$ cat src/logic/tkd_pkg.sv
// package: register map, bit positions, reset values and timing counts for diagnostic flags
`default_nettype none
package tkd_pkg;
  // register byte addresses
  localparam logic [11:0] DIAG_OFS      = 12'h000;
  localparam logic [11:0] IRQ_STAT_OFS  = 12'h004;
  localparam logic [11:0] IRQ_MASK_OFS  = 12'h008;
  localparam logic [11:0] CTRL_OFS      = 12'h00C;
  localparam logic [11:0] NEXT_ID_OFS   = 12'h010;
  localparam logic [11:0] TENT_ID_OFS   = 12'h014;
  localparam logic [11:0] NODE_ID_OFS   = 12'h018;
  // diagnostic flag bit positions
  localparam int OWN_RECONFIG_FLAG_BIT  = 7;
  localparam int DUP_ID_BIT     = 6;
  localparam int RX_ACT_BIT     = 5;
  localparam int TOKEN_BIT      = 4;
  localparam int EXC_NAK_BIT    = 3;
  localparam int TENT_BIT       = 2;
  localparam int SUCC_CHG_BIT   = 1;
  // interrupt status bit positions
  localparam int IRQ_NAK_BIT    = 0;
  localparam int IRQ_SUCC_BIT   = 1;
  localparam int IRQ_RECONFIG_FLAG_BIT  = 2;
  // control register fields
  localparam int CTRL_NAK4_BIT  = 0;
  localparam int CTRL_CLR_BIT   = 1;
  // reset values
  localparam logic [7:0] DIAG_RST    = 8'h00;
  localparam logic [2:0] IRQ_RST     = 3'h0;
  localparam logic [7:0] ID_RST      = 8'h00;
  // nak thresholds
  localparam logic [7:0] NAK_LONG    = 8'h80;
  localparam logic [7:0] NAK_SHORT   = 8'h04;
  // line idle time
  localparam int CLK_MHZ        = 100;
  localparam int IDLE_US        = 656;
  localparam int IDLE_CYCLES    = IDLE_US * CLK_MHZ;
endpackage : tkd_pkg
`default_nettype wire

$ cat src/logic/tkd_diag_flags.sv
// module: diagnostic status flags with apb access and masked interrupt
// Summary of operation
// - lost-token timeout sets own reconfiguration flag
// - token doubly addressed to us, answered, sets duplicate
// - on line, every token received sets duplicate
// - diagnostic read clears duplicate flag
// - receive line high sets activity flag
// - foreign token seen sets token flag
// - nak count reaching 128 or 4 sets flag
// - only clear-flags command clears excessive nak
// - diagnostic read keeps excessive nak
// - irq when nak or successor flag masked on
// - answered token matching tentative id sets flag
// - next-identifier update sets successor changed
// - only next-identifier read clears successor changed
// - bit 0 reserved, reads zero
// - 656 us idle line sets reconfig flag
//
// The register addresses and the APB register port are this design's own decisions.
`timescale 1ns/1ps
`default_nettype none
module tkd_diag_flags #(
  parameter int IDLE_CYCLES = tkd_pkg::IDLE_CYCLES
) (
  // apb
  input  wire logic        pclk,
  input  wire logic        presetn,
  input  wire logic        psel,
  input  wire logic        penable,
  input  wire logic        pwrite,
  input  wire logic [11:0] paddr,
  input  wire logic [31:0] pwdata,
  output logic      [31:0] prdata,
  output logic             pready,
  output logic             pslverr,
  // network events from the protocol engine
  input  wire logic        receive_input,
  input  wire logic        lost_token_timeout,
  input  wire logic        token_seen,
  input  wire logic        token_from_self,
  input  wire logic        token_response,
  input  wire logic        token_received,
  input  wire logic [7:0]  destination_identifier,
  input  wire logic [7:0]  destination_identifier_2,
  input  wire logic        trailing_zeros_ok,
  input  wire logic        on_line,
  input  wire logic        fbe_nak,
  input  wire logic        next_id_update,
  input  wire logic [7:0]  next_id_value,
  // interrupt
  output logic             irq
);
  // receive line is asynchronous: two stages before use
  logic       rx_meta_q, rx_sync_q;
  logic [7:0] diag_q, diag_d;
  logic [2:0] ist_q, ist_d, imask_q, imask_d;
  logic [1:0] ctrl_q, ctrl_d;
  logic [7:0] next_id_q, next_id_d, tent_q, tent_d, node_q, node_d;
  logic [7:0] nak_q, nak_d;
  logic [16:0] idle_q, idle_d;
  logic [31:0] prdata_d;
  logic       wr, rd, rd_diag, rd_next, clr_cmd, idle_hit, nak_hit;
  logic       dup_ev, tent_ev;

  assign pready  = 1'b1;
  assign pslverr = 1'b0;
  assign wr      = psel & penable & pwrite;
  assign rd      = psel & penable & ~pwrite;
  assign rd_diag = rd & (paddr == tkd_pkg::DIAG_OFS);
  assign rd_next = rd & (paddr == tkd_pkg::NEXT_ID_OFS);
  assign clr_cmd = wr & (paddr == tkd_pkg::CTRL_OFS) & pwdata[tkd_pkg::CTRL_CLR_BIT];
  assign irq     = |(ist_q & imask_q);

  always_ff @(posedge pclk or negedge presetn) begin
    if (!presetn) begin
      rx_meta_q <= 1'b0;
      rx_sync_q <= 1'b0;
    end else begin
      rx_meta_q <= receive_input;
      rx_sync_q <= rx_meta_q;
    end
  end

  always_comb begin
    idle_hit = 1'b0;
    idle_d   = idle_q;
    if (rx_sync_q) begin
      idle_d = '0;
    end else if (idle_q == 17'(IDLE_CYCLES - 1)) begin
      idle_hit = 1'b1;
      idle_d   = '0;
    end else begin
      idle_d = idle_q + 17'h00001;
    end
  end

  always_comb begin
    nak_hit = 1'b0;
    nak_d   = nak_q;
    // >= keeps a threshold lowered mid-count from being skipped past
    if (fbe_nak) begin
      if (nak_q + 8'h01 >= (ctrl_q[tkd_pkg::CTRL_NAK4_BIT] ? tkd_pkg::NAK_SHORT
                                                           : tkd_pkg::NAK_LONG)) begin
        nak_hit = 1'b1;
        nak_d   = 8'h00;
      end else begin
        nak_d = nak_q + 8'h01;
      end
    end
  end

  always_comb begin
    dup_ev  = (token_response & (destination_identifier == node_q) &
               (destination_identifier_2 == node_q) & trailing_zeros_ok) |
              (on_line & token_received);
    tent_ev = token_response & (destination_identifier == tent_q);
    diag_d  = diag_q;
    if (rd_diag) diag_d[tkd_pkg::DUP_ID_BIT] = 1'b0;
    if (clr_cmd) diag_d[tkd_pkg::EXC_NAK_BIT] = 1'b0;
    if (rd_next) diag_d[tkd_pkg::SUCC_CHG_BIT] = 1'b0;
    // sets come last so an event in the clearing cycle is kept
    if (lost_token_timeout) diag_d[tkd_pkg::OWN_RECONFIG_FLAG_BIT] = 1'b1;
    if (dup_ev) diag_d[tkd_pkg::DUP_ID_BIT] = 1'b1;
    if (rx_sync_q) diag_d[tkd_pkg::RX_ACT_BIT] = 1'b1;
    if (token_seen & ~token_from_self) diag_d[tkd_pkg::TOKEN_BIT] = 1'b1;
    if (nak_hit) diag_d[tkd_pkg::EXC_NAK_BIT] = 1'b1;
    if (tent_ev) diag_d[tkd_pkg::TENT_BIT] = 1'b1;
    if (next_id_update) diag_d[tkd_pkg::SUCC_CHG_BIT] = 1'b1;
    diag_d[0] = 1'b0;
    next_id_d = next_id_update ? next_id_value : next_id_q;
    ctrl_d  = ctrl_q;
    imask_d = imask_q;
    tent_d  = tent_q;
    node_d  = node_q;
    ist_d   = ist_q;
    if (wr && paddr == tkd_pkg::IRQ_STAT_OFS) ist_d = ist_q & ~pwdata[2:0];
    if (wr && paddr == tkd_pkg::IRQ_MASK_OFS) imask_d = pwdata[2:0];
    if (wr && paddr == tkd_pkg::CTRL_OFS) ctrl_d = {1'b0, pwdata[tkd_pkg::CTRL_NAK4_BIT]};
    if (wr && paddr == tkd_pkg::TENT_ID_OFS) tent_d = pwdata[7:0];
    if (wr && paddr == tkd_pkg::NODE_ID_OFS) node_d = pwdata[7:0];
    if (clr_cmd) ist_d[tkd_pkg::IRQ_RECONFIG_FLAG_BIT] = 1'b0;
    if (idle_hit) ist_d[tkd_pkg::IRQ_RECONFIG_FLAG_BIT] = 1'b1;
    // flag-backed bits follow their flag: a one written here cannot hide a set flag
    ist_d[tkd_pkg::IRQ_NAK_BIT]  = diag_d[tkd_pkg::EXC_NAK_BIT];
    ist_d[tkd_pkg::IRQ_SUCC_BIT] = diag_d[tkd_pkg::SUCC_CHG_BIT];
    prdata_d = 32'h00000000;
    case (paddr)
      tkd_pkg::DIAG_OFS:     prdata_d = {24'h000000, diag_q};
      tkd_pkg::IRQ_STAT_OFS: prdata_d = {29'h00000000, ist_q};
      tkd_pkg::IRQ_MASK_OFS: prdata_d = {29'h00000000, imask_q};
      tkd_pkg::CTRL_OFS:     prdata_d = {30'h00000000, ctrl_q};
      tkd_pkg::NEXT_ID_OFS:  prdata_d = {24'h000000, next_id_q};
      tkd_pkg::TENT_ID_OFS:  prdata_d = {24'h000000, tent_q};
      tkd_pkg::NODE_ID_OFS:  prdata_d = {24'h000000, node_q};
      default:               prdata_d = 32'h00000000;
    endcase
  end

  // read data is registered in the setup cycle so it is stable in the access phase
  always_ff @(posedge pclk or negedge presetn) begin
    if (!presetn) begin
      diag_q    <= tkd_pkg::DIAG_RST;
      ist_q     <= tkd_pkg::IRQ_RST;
      imask_q   <= tkd_pkg::IRQ_RST;
      ctrl_q    <= 2'h0;
      next_id_q <= tkd_pkg::ID_RST;
      tent_q    <= tkd_pkg::ID_RST;
      node_q    <= tkd_pkg::ID_RST;
      nak_q     <= 8'h00;
      idle_q    <= 17'h00000;
      prdata    <= 32'h00000000;
    end else begin
      diag_q    <= diag_d;
      ist_q     <= ist_d;
      imask_q   <= imask_d;
      ctrl_q    <= ctrl_d;
      next_id_q <= next_id_d;
      tent_q    <= tent_d;
      node_q    <= node_d;
      nak_q     <= nak_d;
      idle_q    <= idle_d;
      if (psel && !penable) prdata <= prdata_d;
    end
  end

  property p_irq_mask;
    @(posedge pclk) disable iff (!presetn)
      (diag_q[tkd_pkg::EXC_NAK_BIT] && imask_q[tkd_pkg::IRQ_NAK_BIT]) |-> irq;
  endproperty
  a_irq_mask: assert property (p_irq_mask) else $error("irq not raised");

  property p_nak_keep;
    @(posedge pclk) disable iff (!presetn)
      (rd_diag && diag_q[tkd_pkg::EXC_NAK_BIT] && !clr_cmd) |=> diag_q[tkd_pkg::EXC_NAK_BIT];
  endproperty
  a_nak_keep: assert property (p_nak_keep) else $error("nak flag lost on read");

  property p_dup_clr;
    @(posedge pclk) disable iff (!presetn)
      (rd_diag && !dup_ev) |=> !diag_q[tkd_pkg::DUP_ID_BIT];
  endproperty
  a_dup_clr: assert property (p_dup_clr) else $error("dup flag not cleared");

  property p_succ_set;
    @(posedge pclk) disable iff (!presetn)
      next_id_update |=> diag_q[tkd_pkg::SUCC_CHG_BIT] && ist_q[tkd_pkg::IRQ_SUCC_BIT];
  endproperty
  a_succ_set: assert property (p_succ_set) else $error("successor flag not set");

  property p_succ_keep;
    @(posedge pclk) disable iff (!presetn)
      (diag_q[tkd_pkg::SUCC_CHG_BIT] && !rd_next) |=> diag_q[tkd_pkg::SUCC_CHG_BIT];
  endproperty
  a_succ_keep: assert property (p_succ_keep) else $error("successor flag dropped");

  property p_own_reconfig_flag;
    @(posedge pclk) disable iff (!presetn)
      lost_token_timeout |=> diag_q[tkd_pkg::OWN_RECONFIG_FLAG_BIT] [*2];
  endproperty
  a_own_reconfig_flag: assert property (p_own_reconfig_flag) else $error("own reconfig not sticky");

  property p_rx_act;
    @(posedge pclk) disable iff (!presetn)
      $rose(rx_sync_q) |=> diag_q[tkd_pkg::RX_ACT_BIT];
  endproperty
  a_rx_act: assert property (p_rx_act) else $error("activity flag not set");

  property p_reserved;
    @(posedge pclk) disable iff (!presetn)
      !diag_q[0];
  endproperty
  a_reserved: assert property (p_reserved) else $error("reserved bit set");

  property p_token_keep;
    @(posedge pclk) disable iff (!presetn)
      diag_q[tkd_pkg::TOKEN_BIT] |=> diag_q[tkd_pkg::TOKEN_BIT];
  endproperty
  a_token_keep: assert property (p_token_keep) else $error("token flag dropped");

  property p_rx_keep;
    @(posedge pclk) disable iff (!presetn)
      diag_q[tkd_pkg::RX_ACT_BIT] |=> diag_q[tkd_pkg::RX_ACT_BIT];
  endproperty
  a_rx_keep: assert property (p_rx_keep) else $error("activity flag dropped");

  // the flag checks below restate each rule from the pins; the nak and idle checks start from nak_hit, nak_q, idle_hit and rx_sync_q
  property p_dup_set;
    @(posedge pclk) disable iff (!presetn)
      (token_response && destination_identifier == node_q &&
       destination_identifier_2 == node_q && trailing_zeros_ok) |=> diag_q[tkd_pkg::DUP_ID_BIT];
  endproperty
  a_dup_set: assert property (p_dup_set) else $error("duplicate id not flagged");

  property p_dup_online;
    @(posedge pclk) disable iff (!presetn)
      (on_line && token_received) |=> diag_q[tkd_pkg::DUP_ID_BIT];
  endproperty
  a_dup_online: assert property (p_dup_online) else $error("token on line not flagged");

  property p_token_set;
    @(posedge pclk) disable iff (!presetn)
      (token_seen && !token_from_self) |=> diag_q[tkd_pkg::TOKEN_BIT];
  endproperty
  a_token_set: assert property (p_token_set) else $error("foreign token not flagged");

  property p_tent_set;
    @(posedge pclk) disable iff (!presetn)
      (token_response && destination_identifier == tent_q) |=> diag_q[tkd_pkg::TENT_BIT];
  endproperty
  a_tent_set: assert property (p_tent_set) else $error("tentative match not flagged");

  property p_nak_set;
    @(posedge pclk) disable iff (!presetn)
      nak_hit |=> diag_q[tkd_pkg::EXC_NAK_BIT] && ist_q[tkd_pkg::IRQ_NAK_BIT];
  endproperty
  a_nak_set: assert property (p_nak_set) else $error("excessive nak not flagged");

  // the counter restarts at each hit, so it never reaches the long threshold
  property p_nak_range;
    @(posedge pclk) disable iff (!presetn)
      nak_q < tkd_pkg::NAK_LONG;
  endproperty
  a_nak_range: assert property (p_nak_range) else $error("nak count out of range");

  property p_nak_clr;
    @(posedge pclk) disable iff (!presetn)
      (clr_cmd && !nak_hit) |=> !diag_q[tkd_pkg::EXC_NAK_BIT];
  endproperty
  a_nak_clr: assert property (p_nak_clr) else $error("excessive nak not cleared");

  property p_irq_succ;
    @(posedge pclk) disable iff (!presetn)
      (diag_q[tkd_pkg::SUCC_CHG_BIT] && imask_q[tkd_pkg::IRQ_SUCC_BIT]) |-> irq;
  endproperty
  a_irq_succ: assert property (p_irq_succ) else $error("irq not raised for successor");

  property p_idle_set;
    @(posedge pclk) disable iff (!presetn)
      idle_hit |=> ist_q[tkd_pkg::IRQ_RECONFIG_FLAG_BIT];
  endproperty
  a_idle_set: assert property (p_idle_set) else $error("reconfig not flagged");

  property p_idle_rst;
    @(posedge pclk) disable iff (!presetn)
      rx_sync_q |=> idle_q == 17'h00000;
  endproperty
  a_idle_rst: assert property (p_idle_rst) else $error("idle timer not restarted");
endmodule : tkd_diag_flags
`default_nettype wire

$ cat config.mk
export PLATFORM = sky130hd
export DESIGN_NAME = tkd_diag_flags
export DESIGN_NICKNAME = d
export VERILOG_FILES = /design/src/logic/tkd_pkg.sv /design/src/logic/tkd_diag_flags.sv
export SDC_FILE = /design/constraint.sdc
export NUM_CORES = 1
export LEC_CHECK = 0
export ABC_AREA = 1
export BUFFER_PORTS_ARGS = -buffer_cell sky130_fd_sc_hd__clkbuf_2
export CAP_MARGIN = 20
export CORE_MARGIN = 2
export CORE_UTILIZATION = 25
export DETAILED_ROUTE_END_ITERATION = 8
export GPL_TIMING_DRIVEN = 0
export HOLD_SLACK_MARGIN = 0.05
export REMOVE_ABC_BUFFERS = 1
export SETUP_SLACK_MARGIN = 0.2
export SYNTH_ARGS = -nofsm -noshare
export SYNTH_HDL_FRONTEND = slang
export SYNTH_SLANG_ARGS = --single-unit
$ cat constraint.sdc
create_clock -name pclk -period 2.7 [get_ports pclk]
set_input_delay 0 -clock pclk [delete_from_list [all_inputs] [get_ports pclk]]
set_output_delay 0 -clock pclk [all_outputs]
set_load 0.005 [all_outputs]
Yosys cells after proc, flatten, opt, wreduce, memory -nomap -nowiden:

Cells that the tools add are included.
W data, S select, Z words.

* add/subtract/negate cells: 2
* $lt $le $gt $ge: 1
* equality and inequality tests: 10
* multiplexer cells: 18
* bitwise operators: 19
* reduce and logical (&&, ||, !) cells: 11

Operator list (number)
* $pmux W8 S7: 1
* $eq A12 B5 Y1 const B: 3
* $mux W17: 2
* $eq A12 B4 Y1 const B: 2
* $eq A8 B8 Y1: 3
* $add A17 B1 Y17 const B: 1
* $eq A17 B17 Y1 const B: 1
* $mux W8: 2
* $and A1 B1 Y1: 13
* $eq A12 B3 Y1 const B: 1
* $logic_not A12 Y1: 1
* $mux W1: 12
* $add A8 B1 Y8 const B: 1
* $ge A8 B8 Y1: 1
* $and A3 B3 Y3: 2
* $logic_and A1 B1 Y1: 6
* $mux W3: 1
* $not A3 Y3: 1
* $reduce_bool A3 Y1: 1
* $reduce_or A3 Y1: 1
* $not A1 Y1: 2
* $reduce_bool A2 Y1: 1
* $logic_not A1 Y1: 1
* $or A1 B1 Y1: 1

* flip-flop bits (word level): 97
* input port bits: 83
* output and inout bits: 35

Longest topological paths before layout:

Gate-level depths: netlist of the first run.

* depth in word-level cells: 6
* gate-level depth with buffers: 12
* gate-level depth less buffers: 12

Worst setup path before layout of the first run:

OpenSTA, ideal clock, no wires.

* path type: register -> register
* from: register nak_q[0]
* to: register ist_q[0]
* arrival time: 1.732 ns
* setup slack: 0.851 ns
* stages on the path, launching flop included: 12
* buffers on the path: 0
* path through: dfrtp_1 > nand3_2 > nor2_1 > nand3_1 > xor2_1 > inv_1 > ha_1 > or2_2 > nand2_1 > nand2_2 > nand2_1 > nand2_1

* longest elaborated chain between the ends: 5

Ends and longest elaborated chain
* start: declaration: RTL line tkd_diag_flags.sv:59 `logic [7:0] nak_q, nak_d;`
* start signal: assignment: RTL line tkd_diag_flags.sv:180 `nak_q <= nak_d;`
* $add A8 B1 Y8: RTL line tkd_diag_flags.sv:102 `if (nak_q + 8'h01 >= (ctrl_q[tkd_pkg::CTRL_NAK4_BIT] ? tkd_pkg::NAK_SHORT`
* $ge A8 B8 Y1: RTL line tkd_diag_flags.sv:102
* $mux W1: RTL line tkd_diag_flags.sv:102
* $mux W1: RTL line tkd_diag_flags.sv:101 `if (fbe_nak) begin`
* $mux W1: RTL line tkd_diag_flags.sv:126 `if (nak_hit) diag_d[tkd_pkg::EXC_NAK_BIT] = 1'b1;`
* via diag_d[3]: RTL line tkd_diag_flags.sv:55 `logic [7:0] diag_q, diag_d;`
* end signal: assignment: RTL line tkd_diag_flags.sv:163 `ist_q <= tkd_pkg::IRQ_RST;`
* end signal: assignment: RTL line tkd_diag_flags.sv:174 `ist_q <= ist_d;`
* end: declaration: RTL line tkd_diag_flags.sv:56 `logic [2:0] ist_q, ist_d, imask_q, imask_d;`

The timed path passes the listed nets, and every way through them passes these cells.
A chain may end at the register's enable or synchronous reset.

Worst setup path after layout of the first run:

* from: register nak_q[3]
* to: register ist_q[0]

Same word-level chain as after synthesis.

==> results of run 1 <==
[cell usage after synthesis, drive strengths merged]
master and count:
nand2 123, dfrtp 71, nor2 59, inv 58, nand3 48, o21ai 40
buf 31, xor2 18, a21oi 9, nand4 9, nor3 9, or2 6
ha 5, mux2 5, o21bai 3, a31oi 2, clkbuf 2, conb 2
nor3b 2, nor4 2, xnor2 2, a211oi 1, a21boi 1, a21o 1
a22oi 1, clkinv 1, mux2i 1, o211ai 1, o21a 1, o221ai 1
o22ai 1, or3 1
[routing by layer]
metal	vias up	routed length, µm	share of wire [%]	GRT usage [%]
met4	0	138	1.4	3.72
met1	1594	4890	48	16.1
met3	10	471	4.6	3.35
li1	1812	-	-	-
met2	78	4640	46	18.8
met5	-	0	0	0
[through the flow]
step | area [µm²] | hold slack [ns] | cells | worst slack, ns
floorplan | 4020 | -0.296 | 508 | 0.855
global placement | 4630 | 0.118 | 795 | 0.657
detailed placement | 4660 | -0.00870 | 796 | 0.613
CTS | 5190 | 0.0605 | 837 | 0.594
global route | 5190 | 0.0742 | 838 | 0.380
finish | 5190 | 0.0575 | 838 | 0.601
[area by class of cell]
class	instances	area, µm²	share of cell area (%)
Inverter	59	223	4.29
Clock buffer	13	260	5.01
Multi-Input combinational cell	378	2020	39.0
Timing Repair Buffer	93	616	11.8
Clock inverter	3	17.5	0.337
Antenna cell	1	2.50	0.0482
Tap cell	220	275	5.30
Sequential cell	71	1780	34.2
[cell families after synthesis]
group,share of synthesized area [%]
adders and majority gates,1.50
AOI/OAI and AO/OA,9.58
muxes,1.59
DFF,42.5
other,0.180
buffers and inverters,11.3
xor gates and xnor gates,4.19
and+or+nand+nor,29.2
[final timing paths]
check | start | endpoint | depth (start not counted)
max | nak_q[3]$_DFFE_PN0P_ | ist_q[0]$_DFF_PN0_ | 11
min | next_id_update | diag_q[1]$_DFF_PN0_ | 2
max reg2reg | nak_q[3]$_DFFE_PN0P_ | ist_q[0]$_DFF_PN0_ | 11
min reg2reg | rx_meta_q$_DFF_PN0_ | rx_sync_q$_DFF_PN0_ | 0
max in group asynchronous | presetn | ctrl_q[0]$_DFFE_PN0N_ | 3
min in group asynchronous | presetn | node_q[7]$_DFFE_PN0P_ | 2
[state kept, by name (all words and copies together), names as in the netlist]
name / count
imask_q: 3
prdata: 8
tent_q: 8
idle_q: 17
rx_meta_q: 1
node_q: 8
rx_sync_q: 1
ctrl_q: 1
ist_q: 2
diag_q: 6
next_id_q: 8
nak_q: 8
[power breakdown]
| part | total [µW] | switching, µW | internal (µW) |
|---|---|---|---|
| clock network | 1100 | 435 | 669 |
| registers | 1200 | 67.1 | 1130 |
| logic | 449 | 266 | 183 |
| total | 2750 | 768 | 1980 |
[repair_timing]
action	4_1_cts	5_1_grt
setup endpoints to repair	0	0
hold endpoints to repair	105	0
hold buffers	25	0
==> results by group, run 1 <==
Place
  – Routability congestion estimate: slightly above 0.8
  – I/O Buffers: 67
  – HPWL Detailed: 7770 µm

Drt
  – Residual DRC: 0
  – TritonRoute pass-1 iters: 4
  – DR iter-0 viols: approximately 210
  – Antenna Nets Post-Route: 0
  – Drt wl/cell: roughly 12 µm
  – Post-Route WL: between 10000 and 15000 µm
  – Vias per std cell: between 4 and 5
  – Vias post-DR: 3494

Hold path
  – Hold Path Class: in -> reg

Setup path
  – Cell mode on critical path: nand2_1
  – CP max FO: 9
  – Crit-path slowest cell: dfrtp_1
  – FF-to-FF setup slack: around 0.60 ns
  – Critical path buffers and inverters: 1
  – Worst-path cell chain: nand2_1, nor2_1, nand3_1, xor2_1, inv_1, ha_1, or2_2, nand2_1, nand2_2, nand2_1, nand2_1
  – Worst path max stage delay: 0.42 ns
  – Delay-heaviest family, CP: simple AND/OR/NAND/NOR gates
  – Crit start category: flop
  – Crit Path Class: reg -> reg
  – CP Capture Type: flop
  – Crit path DAT: around 2.3 ns
  – Worst EP required: 2.92 ns

Clock tree
  – Clk_lat worst skew: 0.33 ns
  – CTS tree: yes
  – H-tree levels: 3
  – Num CTS Buffers: 9
  – Post-CTS Resized: 0
  – Clk Tree Root Cell: clkbuf_16
  – Post-CTS Setup Inserts: 0
  – Longest Clk Path Bufs: 2
  – Sinks on Clock Net: 71
  – Clock slew at reported path FFs: 0.05 ns

STA
  – Worst slew margin: 63.7%
  – Final setup skew: about 0.0065 ns
  – Min Tclk post-route: 2.10 ns
  – Worst-Margin Slew: 0.544 ns
  – Final hold vios: 0
  – Setup Viol. Count Final: 0
  – Count of pins over their slew limit: 0
  – Setup_tns: 0 ns
  – Max Clock Freq: 476 MHz
  – RSZ-0062 raised after global routing: false
  – Period utilisation layout: between 70% and 80%

Power and ir drop
  – Pwr dens: between 500 and 600 mW/mm²
  – Overall power: about 2800 µW
  – Leak: 0.00259 µW
  – VDD IR max: 295 µV

Yosys
  – Seq/Total Area, Yosys: 42.5%
  – Syn. warnings: 0
  – Mapped Area: 0.00418 mm²
  – Syn_area_per_cell: 8.09 µm²
  – Unique masters post-synth: between 40 and 50
  – Top cell type's share of synthesized area: 42.5%
  – Synth top area cells: dfrtp_1 42%, nand2_1 10%, inv_1 5.0%
  – Yosys top cell by area: dfrtp_1
  – Cell count after synthesis: 517
  – Yosys reg bits: 71

GRT
  – Global-route wire length before repair: between 15000 and 20000 µm
  – Initial antenna violation count: 1
  – Vias in the first global route: 3415
  – All-Layer GR Usage: about an eighth
  – Largest net degree at the start of global routing: 45
  – GRT overflow: 0

Finish
  – Nets: 700
  – Layout cells sized above 1: 22.7%
  – Final Util: 31.6%
  – Commonest non-fill, non-tap cell in the layout: nand2_1
  – Most frequent cells in the layout: 113 x nand2_1, 71 x dfrtp_1, 66 x clkbuf_2, 56 x inv_1, 47 x nor2_1
  – P&R area growth vs syn: 24.2%
  – # fillers: 1770

Die
  – Die X: 133 µm
  – Core area: 0.0165 mm²
  – Die area: 0.0178 mm²
  – Core Rows: 47
  – IO Pins: 118
  – Die height: 133 µm
  – Initial Utilization: approximately a quarter

Status
  – Status: finished, final reports clean

Job
  – Number of max-cap violations: 0
(Power assumes the default switching activity.)
==> inputs of run 2 (changes only) <==
Settings changed: ABC_AREA 1 to 0.
Clock period 2.7 ns to 2 ns, I/O delays scaled along.
==> run 2 against run 1 <==
Effect of this change: non-clock buffer count increased by 20; first-iteration DRC count fell by 21%; setup slack got worse by 0.72 ns; combinational power increased by 55%; the flow now finishes with violations (setup timing); maximum frequency decreased by 0.78%; clock skew is 0.00050 ns higher; synthesized area decreased by 7.4%; design area is 0.65% higher; cell count decreased by 19%; die area down 7.2%.
==> results by group, run 2 <==
Setup path
  – Critical path buffers and inverters: 1
  – Crit Reg-Reg Startpoint: nak_q[0]$_DFFE_PN0P_
  – Crit Path Class: reg -> reg
  – Crit start category: flop
  – CP Capture Type: flop
  – Worst EP required: 2.22 ns
  – Delay-heaviest family, CP: compound AO/OA/AOI/OAI gates
  – Crit path DAT: 2.34 ns
  – Worst-path cell chain: ha_2, xnor2_2, ha_1, a2111oi_4, a21oi_4, buf_6, a21o_1
  – Worst path max stage delay: about 0.43 ns
  – Critical Path Source: nak_q[0]$_DFFE_PN0P_
  – CP max FO: 7
  – Crit-path slowest cell: dfrtp_2

Finish
  – Multi-input gate area: 0.00206 mm²
  – Fin cells: 678
  – Largest register FFs: 17
  – P&R area growth vs syn: 35.1%
  – Register with the most flip-flops: idle_q
  – Layout cells sized above 1: between 30% and 40%
  – Most frequent cells in the layout: 69 x dfrtp_1, 66 x clkbuf_2, 31 x mux2_2, 29 x nor2_1
  – Commonest non-fill, non-tap cell in the layout: dfrtp_1
  – Nets: 573
  – # fillers: 1510
  – Sequential Area: 0.00178 mm²

Yosys
  – Synth cell count leaders: 71 x dfrtp_1, 32 x nor2_1, 31 x mux2_2, 27 x buf_4, 26 x nand2_1
  – Asr flop ratio synth: 100%
  – Yosys top cell by area: dfrtp_1
  – Seq/Total Area, Yosys: 45.9%
  – Unique masters post-synth: 54
  – Top-count cell post-synth: dfrtp_1
  – Synth top area cells: dfrtp_1 46%, mux2_2 9.0%, buf_4 5.2%
  – Cell count after synthesis: 374
  – Top cell type's share of synthesized area: a little under half
  – Mapped Area: ~0.0039 mm²
  – Syn. warnings: 0
  – Syn_area_per_cell: 10.4 µm²
  – Top FF cell, synth: dfrtp_1
  – Yosys reg bits: 71
  – Post-synth EDFFs: 0

STA
  – RSZ-0062 raised after global routing: true
  – Post-route setup slack: -0.116 ns
  – Setup Viol. Count Final: 7
  – Final setup skew: 0.00700 ns
  – Max Clock Freq: 473 MHz
  – Period utilisation layout: 106%
  – Final hold vios: 0
  – Setup_tns: -0.439 ns
  – Count of pins over their slew limit: 0
  – Worst-Margin Slew: about 0.7 ns
  – Min Tclk post-route: 2.12 ns
  – Worst slew margin: between 50% and 60%

Clock tree
  – H-tree levels: 3
  – Clk_lat worst skew: 0.33 ns
  – Longest Clk Path Bufs: 2
  – Sinks on Clock Net: 71
  – Clock slew at reported path FFs: roughly 0.050 ns
  – Clk Tree Root Cell: clkbuf_16
  – Num CTS Buffers: 9
  – CTS tree: yes

Place
  – Dpl cells: a little over 600
  – Worst slack, placed: -0.537 ns
  – I/O Buffers: 67
  – Routability congestion estimate: 0.775
  – HPWL Detailed: between 6000 and 7000 µm

Job
  – Number of max-cap violations: 0

GRT
  – Top Usage Layer GRT: met2
  – All-Layer GR Usage: 12.1%
  – GRT met1 Usage: 15.0%
  – GRT overflow: 0
  – Vias in the first global route: 3153
  – Largest net degree at the start of global routing: 47
  – M3 GR Usage: 3.49%
  – Global-route wire length before repair: 15600 µm
  – M2 GR Usage: 20.7%
  – Initial antenna violation count: 1

Die
  – Initial Utilization: 25.6%
  – IO Pins: 118
  – Die X: approximately 130 µm
  – Core Rows: 45
  – Die area: between 0.015 and 0.02 mm²
  – Die height: 128 µm
  – Core area: roughly 0.015 mm²

Drt
  – DR iter-0 viols: 168
  – Antenna Nets Post-Route: 0
  – Vias post-DR: between 3000 and 4000
  – Drt wl/cell: between 10 and 15 µm
  – Vias per std cell: around 4.7
  – Residual DRC: 0
  – TritonRoute pass-1 iters: 6
  – Post-Route WL: 9940 µm

Power and ir drop
  – Leak: about 0.0024 µW
  – VDD IR max: 433 µV
  – Pwr dens: slightly below 800 mW/mm²

Hold path
  – Hold Path Class: in -> reg
  – Worst Hold Launch: pwrite

Status
  – Status: finished, violations left
  – Failing checks: setup timing
run 2: layout make-up:
| type | instances | area share, % |
|---|---|---|
| antenna | 1 | 0.0479 |
| clock buffer | 10 | 4.57 |
| clock inverter | 5 | 2.03 |
| inverter | 6 | 0.431 |
| multi-input combinational | 284 | 39.5 |
| sequential | 71 | 34.0 |
| tap | 188 | 4.50 |
| timing repair buffer | 113 | 14.9 |
run 2: worst min-delay path, cell delays in order:
cell and delay (ns):
clkbuf_2 0.09, nor3_1 0.06, nand3_1 0.10, a21o_1 0.12
run 2: report_power, final:
part / total (µW) / leakage, µW / switching [µW] / internal [µW]
combinational: 697 / 0.00132 / 351 / 346
sequential: 1580 / 0.000927 / 66.9 / 1510
clock: 1850 / 0.000165 / 604 / 1250
run 2: per-layer routing:
layer,up-vias,wire length (µm)
met5,-,0
li1,1507,-
met2,104,4910
met1,1557,4420
met4,0,119
met3,14,494
run 2: logic make-up (layout without fill, tap and decap cells):
group / Yosys count / in the layout / synth area share, %
other cells: 2 / 27 / 0.194
flops: 71 / 71 / 45.9
mux: 42 / 42 / 12.2
compound gates: 45 / 45 / 7.76
buf+inv: 44 / 134 / 6.98
fa+ha+maj: 5 / 5 / 1.62
xor+xnor: 28 / 28 / 6.33
simple gates: 137 / 138 / 19.0
run 2: final timing paths:
check                                             end  slack [ns]  depth (start not counted)
min in group asynchronous       prdata[7]$_DFFE_PN0P_        0.17                          2
worst min register to register    rx_sync_q$_DFF_PN0_        0.36                          0
worst max register to register     ist_q[0]$_DFF_PN0_       -0.12                          7
max in group asynchronous         idle_q[6]$_DFF_PN0_        1.26                          3
worst max-delay path               ist_q[0]$_DFF_PN0_       -0.12                          7
worst min-delay path              diag_q[1]$_DFF_PN0_        0.07                          4
run 2: what timing repair did:
item / CTS / global route
cloned: 1 / 0
endpoints found under the hold margin: 105 / 0
pin swaps: 8 / 4
resized for setup: 18 / 19
setup endpoints to repair: 26 / 26
buffers inserted: 15 / 5
hold buffers: 25 / 0
run 2: through the flow:
step           instance area, µm²  util, %  power (µW)  hold slack [ns]
2_1_floorplan                3710        -        1870           -0.296
5_1_grt                      5230     34.5        4320           0.0843
3_3_place_gp                 4280     28.3        2040            0.132
6_report                     5230     34.5        4130           0.0734
3_5_place_dp                 4310     28.5        2060          -0.0221
4_1_cts                      5110     33.7        4110           0.0597
==> inputs of run 3 (changes only) <==
--- a/config.mk
+++ b/config.mk
@@ -12,2 +12,3 @@
 export CORE_UTILIZATION = 25
+export CTS_BUF_LIST = sky130_fd_sc_hd__clkbuf_8
 export DETAILED_ROUTE_END_ITERATION = 8
@@ -20 +21,2 @@
 export SYNTH_SLANG_ARGS = --single-unit
+export TNS_END_PERCENT = 100
==> constraint.sdc (replaced) <==
create_clock -name pclk -period 2 [get_ports pclk]
set_input_delay 0.4 -clock pclk [delete_from_list [all_inputs] [get_ports pclk]]
set_output_delay 0.4 -clock pclk [all_outputs]
set_load 0.005 [all_outputs]
==> run 3 against run 2 <==
Effect of this change: non-clock buffer count is 22 lower; via count is 3.2% lower; global-route usage is 0.45 points lower; the flow still finishes with violations (setup timing); count of clock-buffer cells in the layout stayed put; critical path depth stayed put; cell count is 3.2% lower; register-to-register slack better by 0.095 ns; highest routed layer unchanged; setup slack better by 0.095 ns.
==> results by group, run 3 (synthesis gave the netlist of run 2 again) <==
STA
  – Min Tclk post-route: 2.02 ns
  – Worst-Margin Slew: 0.551 ns
  – Worst slew margin: 62.8%
  – Setup_tns: -0.0537 ns
  – Final setup skew: 0.0118 ns
  – Count of pins over their slew limit: 0
  – Max Clock Freq: 495 MHz
  – Setup Viol. Count Final: 4
  – Period utilisation layout: 101%
  – RSZ-0062 raised after global routing: true
  – Post-route setup slack: -0.0202 ns
  – Final hold vios: 0

Drt
  – TritonRoute pass-1 iters: 4
  – Post-Route WL: approximately 9400 µm
  – Vias per std cell: 4.70
  – Drt wl/cell: 14.3 µm
  – Antenna Nets Post-Route: 0
  – DR iter-0 viols: 180
  – Residual DRC: 0
  – Vias post-DR: just over 3000

Finish
  – Register with the most flip-flops: idle_q
  – Nets: 551
  – Largest register FFs: 17
  – Final instance area: 0.00488 mm²
  – P&R area growth vs syn: 26.0%
  – Layout cells sized above 1: 35.5%
  – Most frequent cells in the layout: 69 x dfrtp_1, 66 x clkbuf_2, 31 x nor2_1, 31 x mux2_2
  – Commonest non-fill, non-tap cell in the layout: dfrtp_1

Die
  – Die height: 128 µm
  – Core area: 0.0151 mm²
  – IO Pins: ~120
  – Die X: 128 µm
  – Die area: 0.0165 mm²
  – Initial Utilization: 25.6%
  – Core Rows: 45

GRT
  – GRT overflow: 0
  – Initial antenna violation count: 1
  – All-Layer GR Usage: 11.6%
  – Global-route wire length before repair: roughly 15000 µm
  – Largest net degree at the start of global routing: 47
  – Vias in the first global route: 3039

Setup path
  – Crit path DAT: 2.29 ns
  – Crit start category: flop
  – Worst path max stage delay: 0.43 ns
  – Worst EP required: 2.27 ns
  – Worst-path cell chain: ha_2, xnor2_1, ha_1, a2111oi_4, a21oi_2, buf_6, nor3_2
  – CP Capture Type: flop
  – CP max FO: 7
  – Crit Path Class: reg -> reg
  – Crit-path slowest cell: dfrtp_2

Clock tree
  – Longest Clk Path Bufs: 2
  – CTS tree: yes
  – H-tree levels: 3
  – Clock slew at reported path FFs: 0.07 ns
  – Clk_lat worst skew: between 0.3 and 0.4 ns
  – Sinks on Clock Net: 71
  – Clk Tree Root Cell: clkbuf_8
  – Num CTS Buffers: 9

Hold path
  – Hold Path Class: in -> reg

Power and ir drop
  – Leak: roughly 0.0023 µW
  – Pwr dens: 744 mW/mm²
  – VDD IR max: 303 µV

Place
  – Worst slack, placed: -0.537 ns
  – Placed Area: 0.00431 mm²
  – I/O Buffers: 67
  – HPWL Detailed: 6910 µm
  – Routability congestion estimate: 0.775

Status
  – Status: finished, violations left
  – Failing checks: setup timing

Job
  – Number of max-cap violations: 0
==> run 3: power breakdown <==
part,internal [µW],total [µW],switching (µW)
Clock,858,1400,544
Combinational,320,654,334
Sequential,1510,1580,65.7
==> run 3: path summary, 6_finish.rpt <==
check                                           from                    end  slack [ns]  depth (start not counted)
worst max register to register  nak_q[0]$_DFFE_PN0P_   nak_q[3]$_DFFE_PN0P_       -0.02                          7
worst min register to register   rx_meta_q$_DFF_PN0_    rx_sync_q$_DFF_PN0_        0.35                          0
worst max-delay path            nak_q[0]$_DFFE_PN0P_   nak_q[3]$_DFFE_PN0P_       -0.02                          7
min in group asynchronous                    presetn  prdata[7]$_DFFE_PN0P_        0.54                          2
max in group asynchronous                    presetn    idle_q[6]$_DFF_PN0_        0.88                          3
worst min-delay path                   receive_input    rx_meta_q$_DFF_PN0_        0.18                          1
==> run 3: through the flow <==
| step | power, µW | hold WS (ns) | std cells | utilization, % |
|---|---|---|---|---|
| detailed placement | 2060 | 0.342 | 616 | 28.5 |
| CTS | 3630 | 0.169 | 648 | 31.6 |
| floorplan | 1870 | 0.104 | 360 | - |
| global route | 3810 | 0.172 | 655 | 32.2 |
| global placement | 2040 | 0.342 | 615 | 28.3 |
| finish | 3630 | 0.175 | 656 | 32.2 |
==> run 3: layout make-up <==
class                           count  area [µm²]
Sequential cell                    71        1780
Timing Repair Buffer               91         557
Clock inverter                      5         106
Clock buffer                       10         138
Antenna cell                        1        2.50
Fill cell                        1534       10300
Multi-Input combinational cell    284        2040
Tap cell                          188         235
Inverter                            6        22.5
==> run 3: what timing repair did <==
item,in CTS,in global routing
resized for setup,20,9
hold endpoints to repair,25,0
pin swaps,10,5
hold buffers,1,0
buffers inserted,15,7
endpoints found under the setup margin,39,48
gates cloned,1,0
==> run 3: per-layer routing <==
layer	GRT usage (%)	share of wire [%]	vias up
li1	-	-	1463
met1	14.9	46	1501
met2	19.6	48	106
met3	2.33	5.9	11
met4	4.01	0.99	0
met5	0	0	-
==> run 3: worst max-delay path: cells and delay by family (launching register included) <==
kind	cells	cell delay [ns]
flops	1	0.43
buf+inv	1	0.17
fa+ha+maj	2	0.56
simple gates	1	0.17
xor+xnor	1	0.14
compound gates	2	0.48
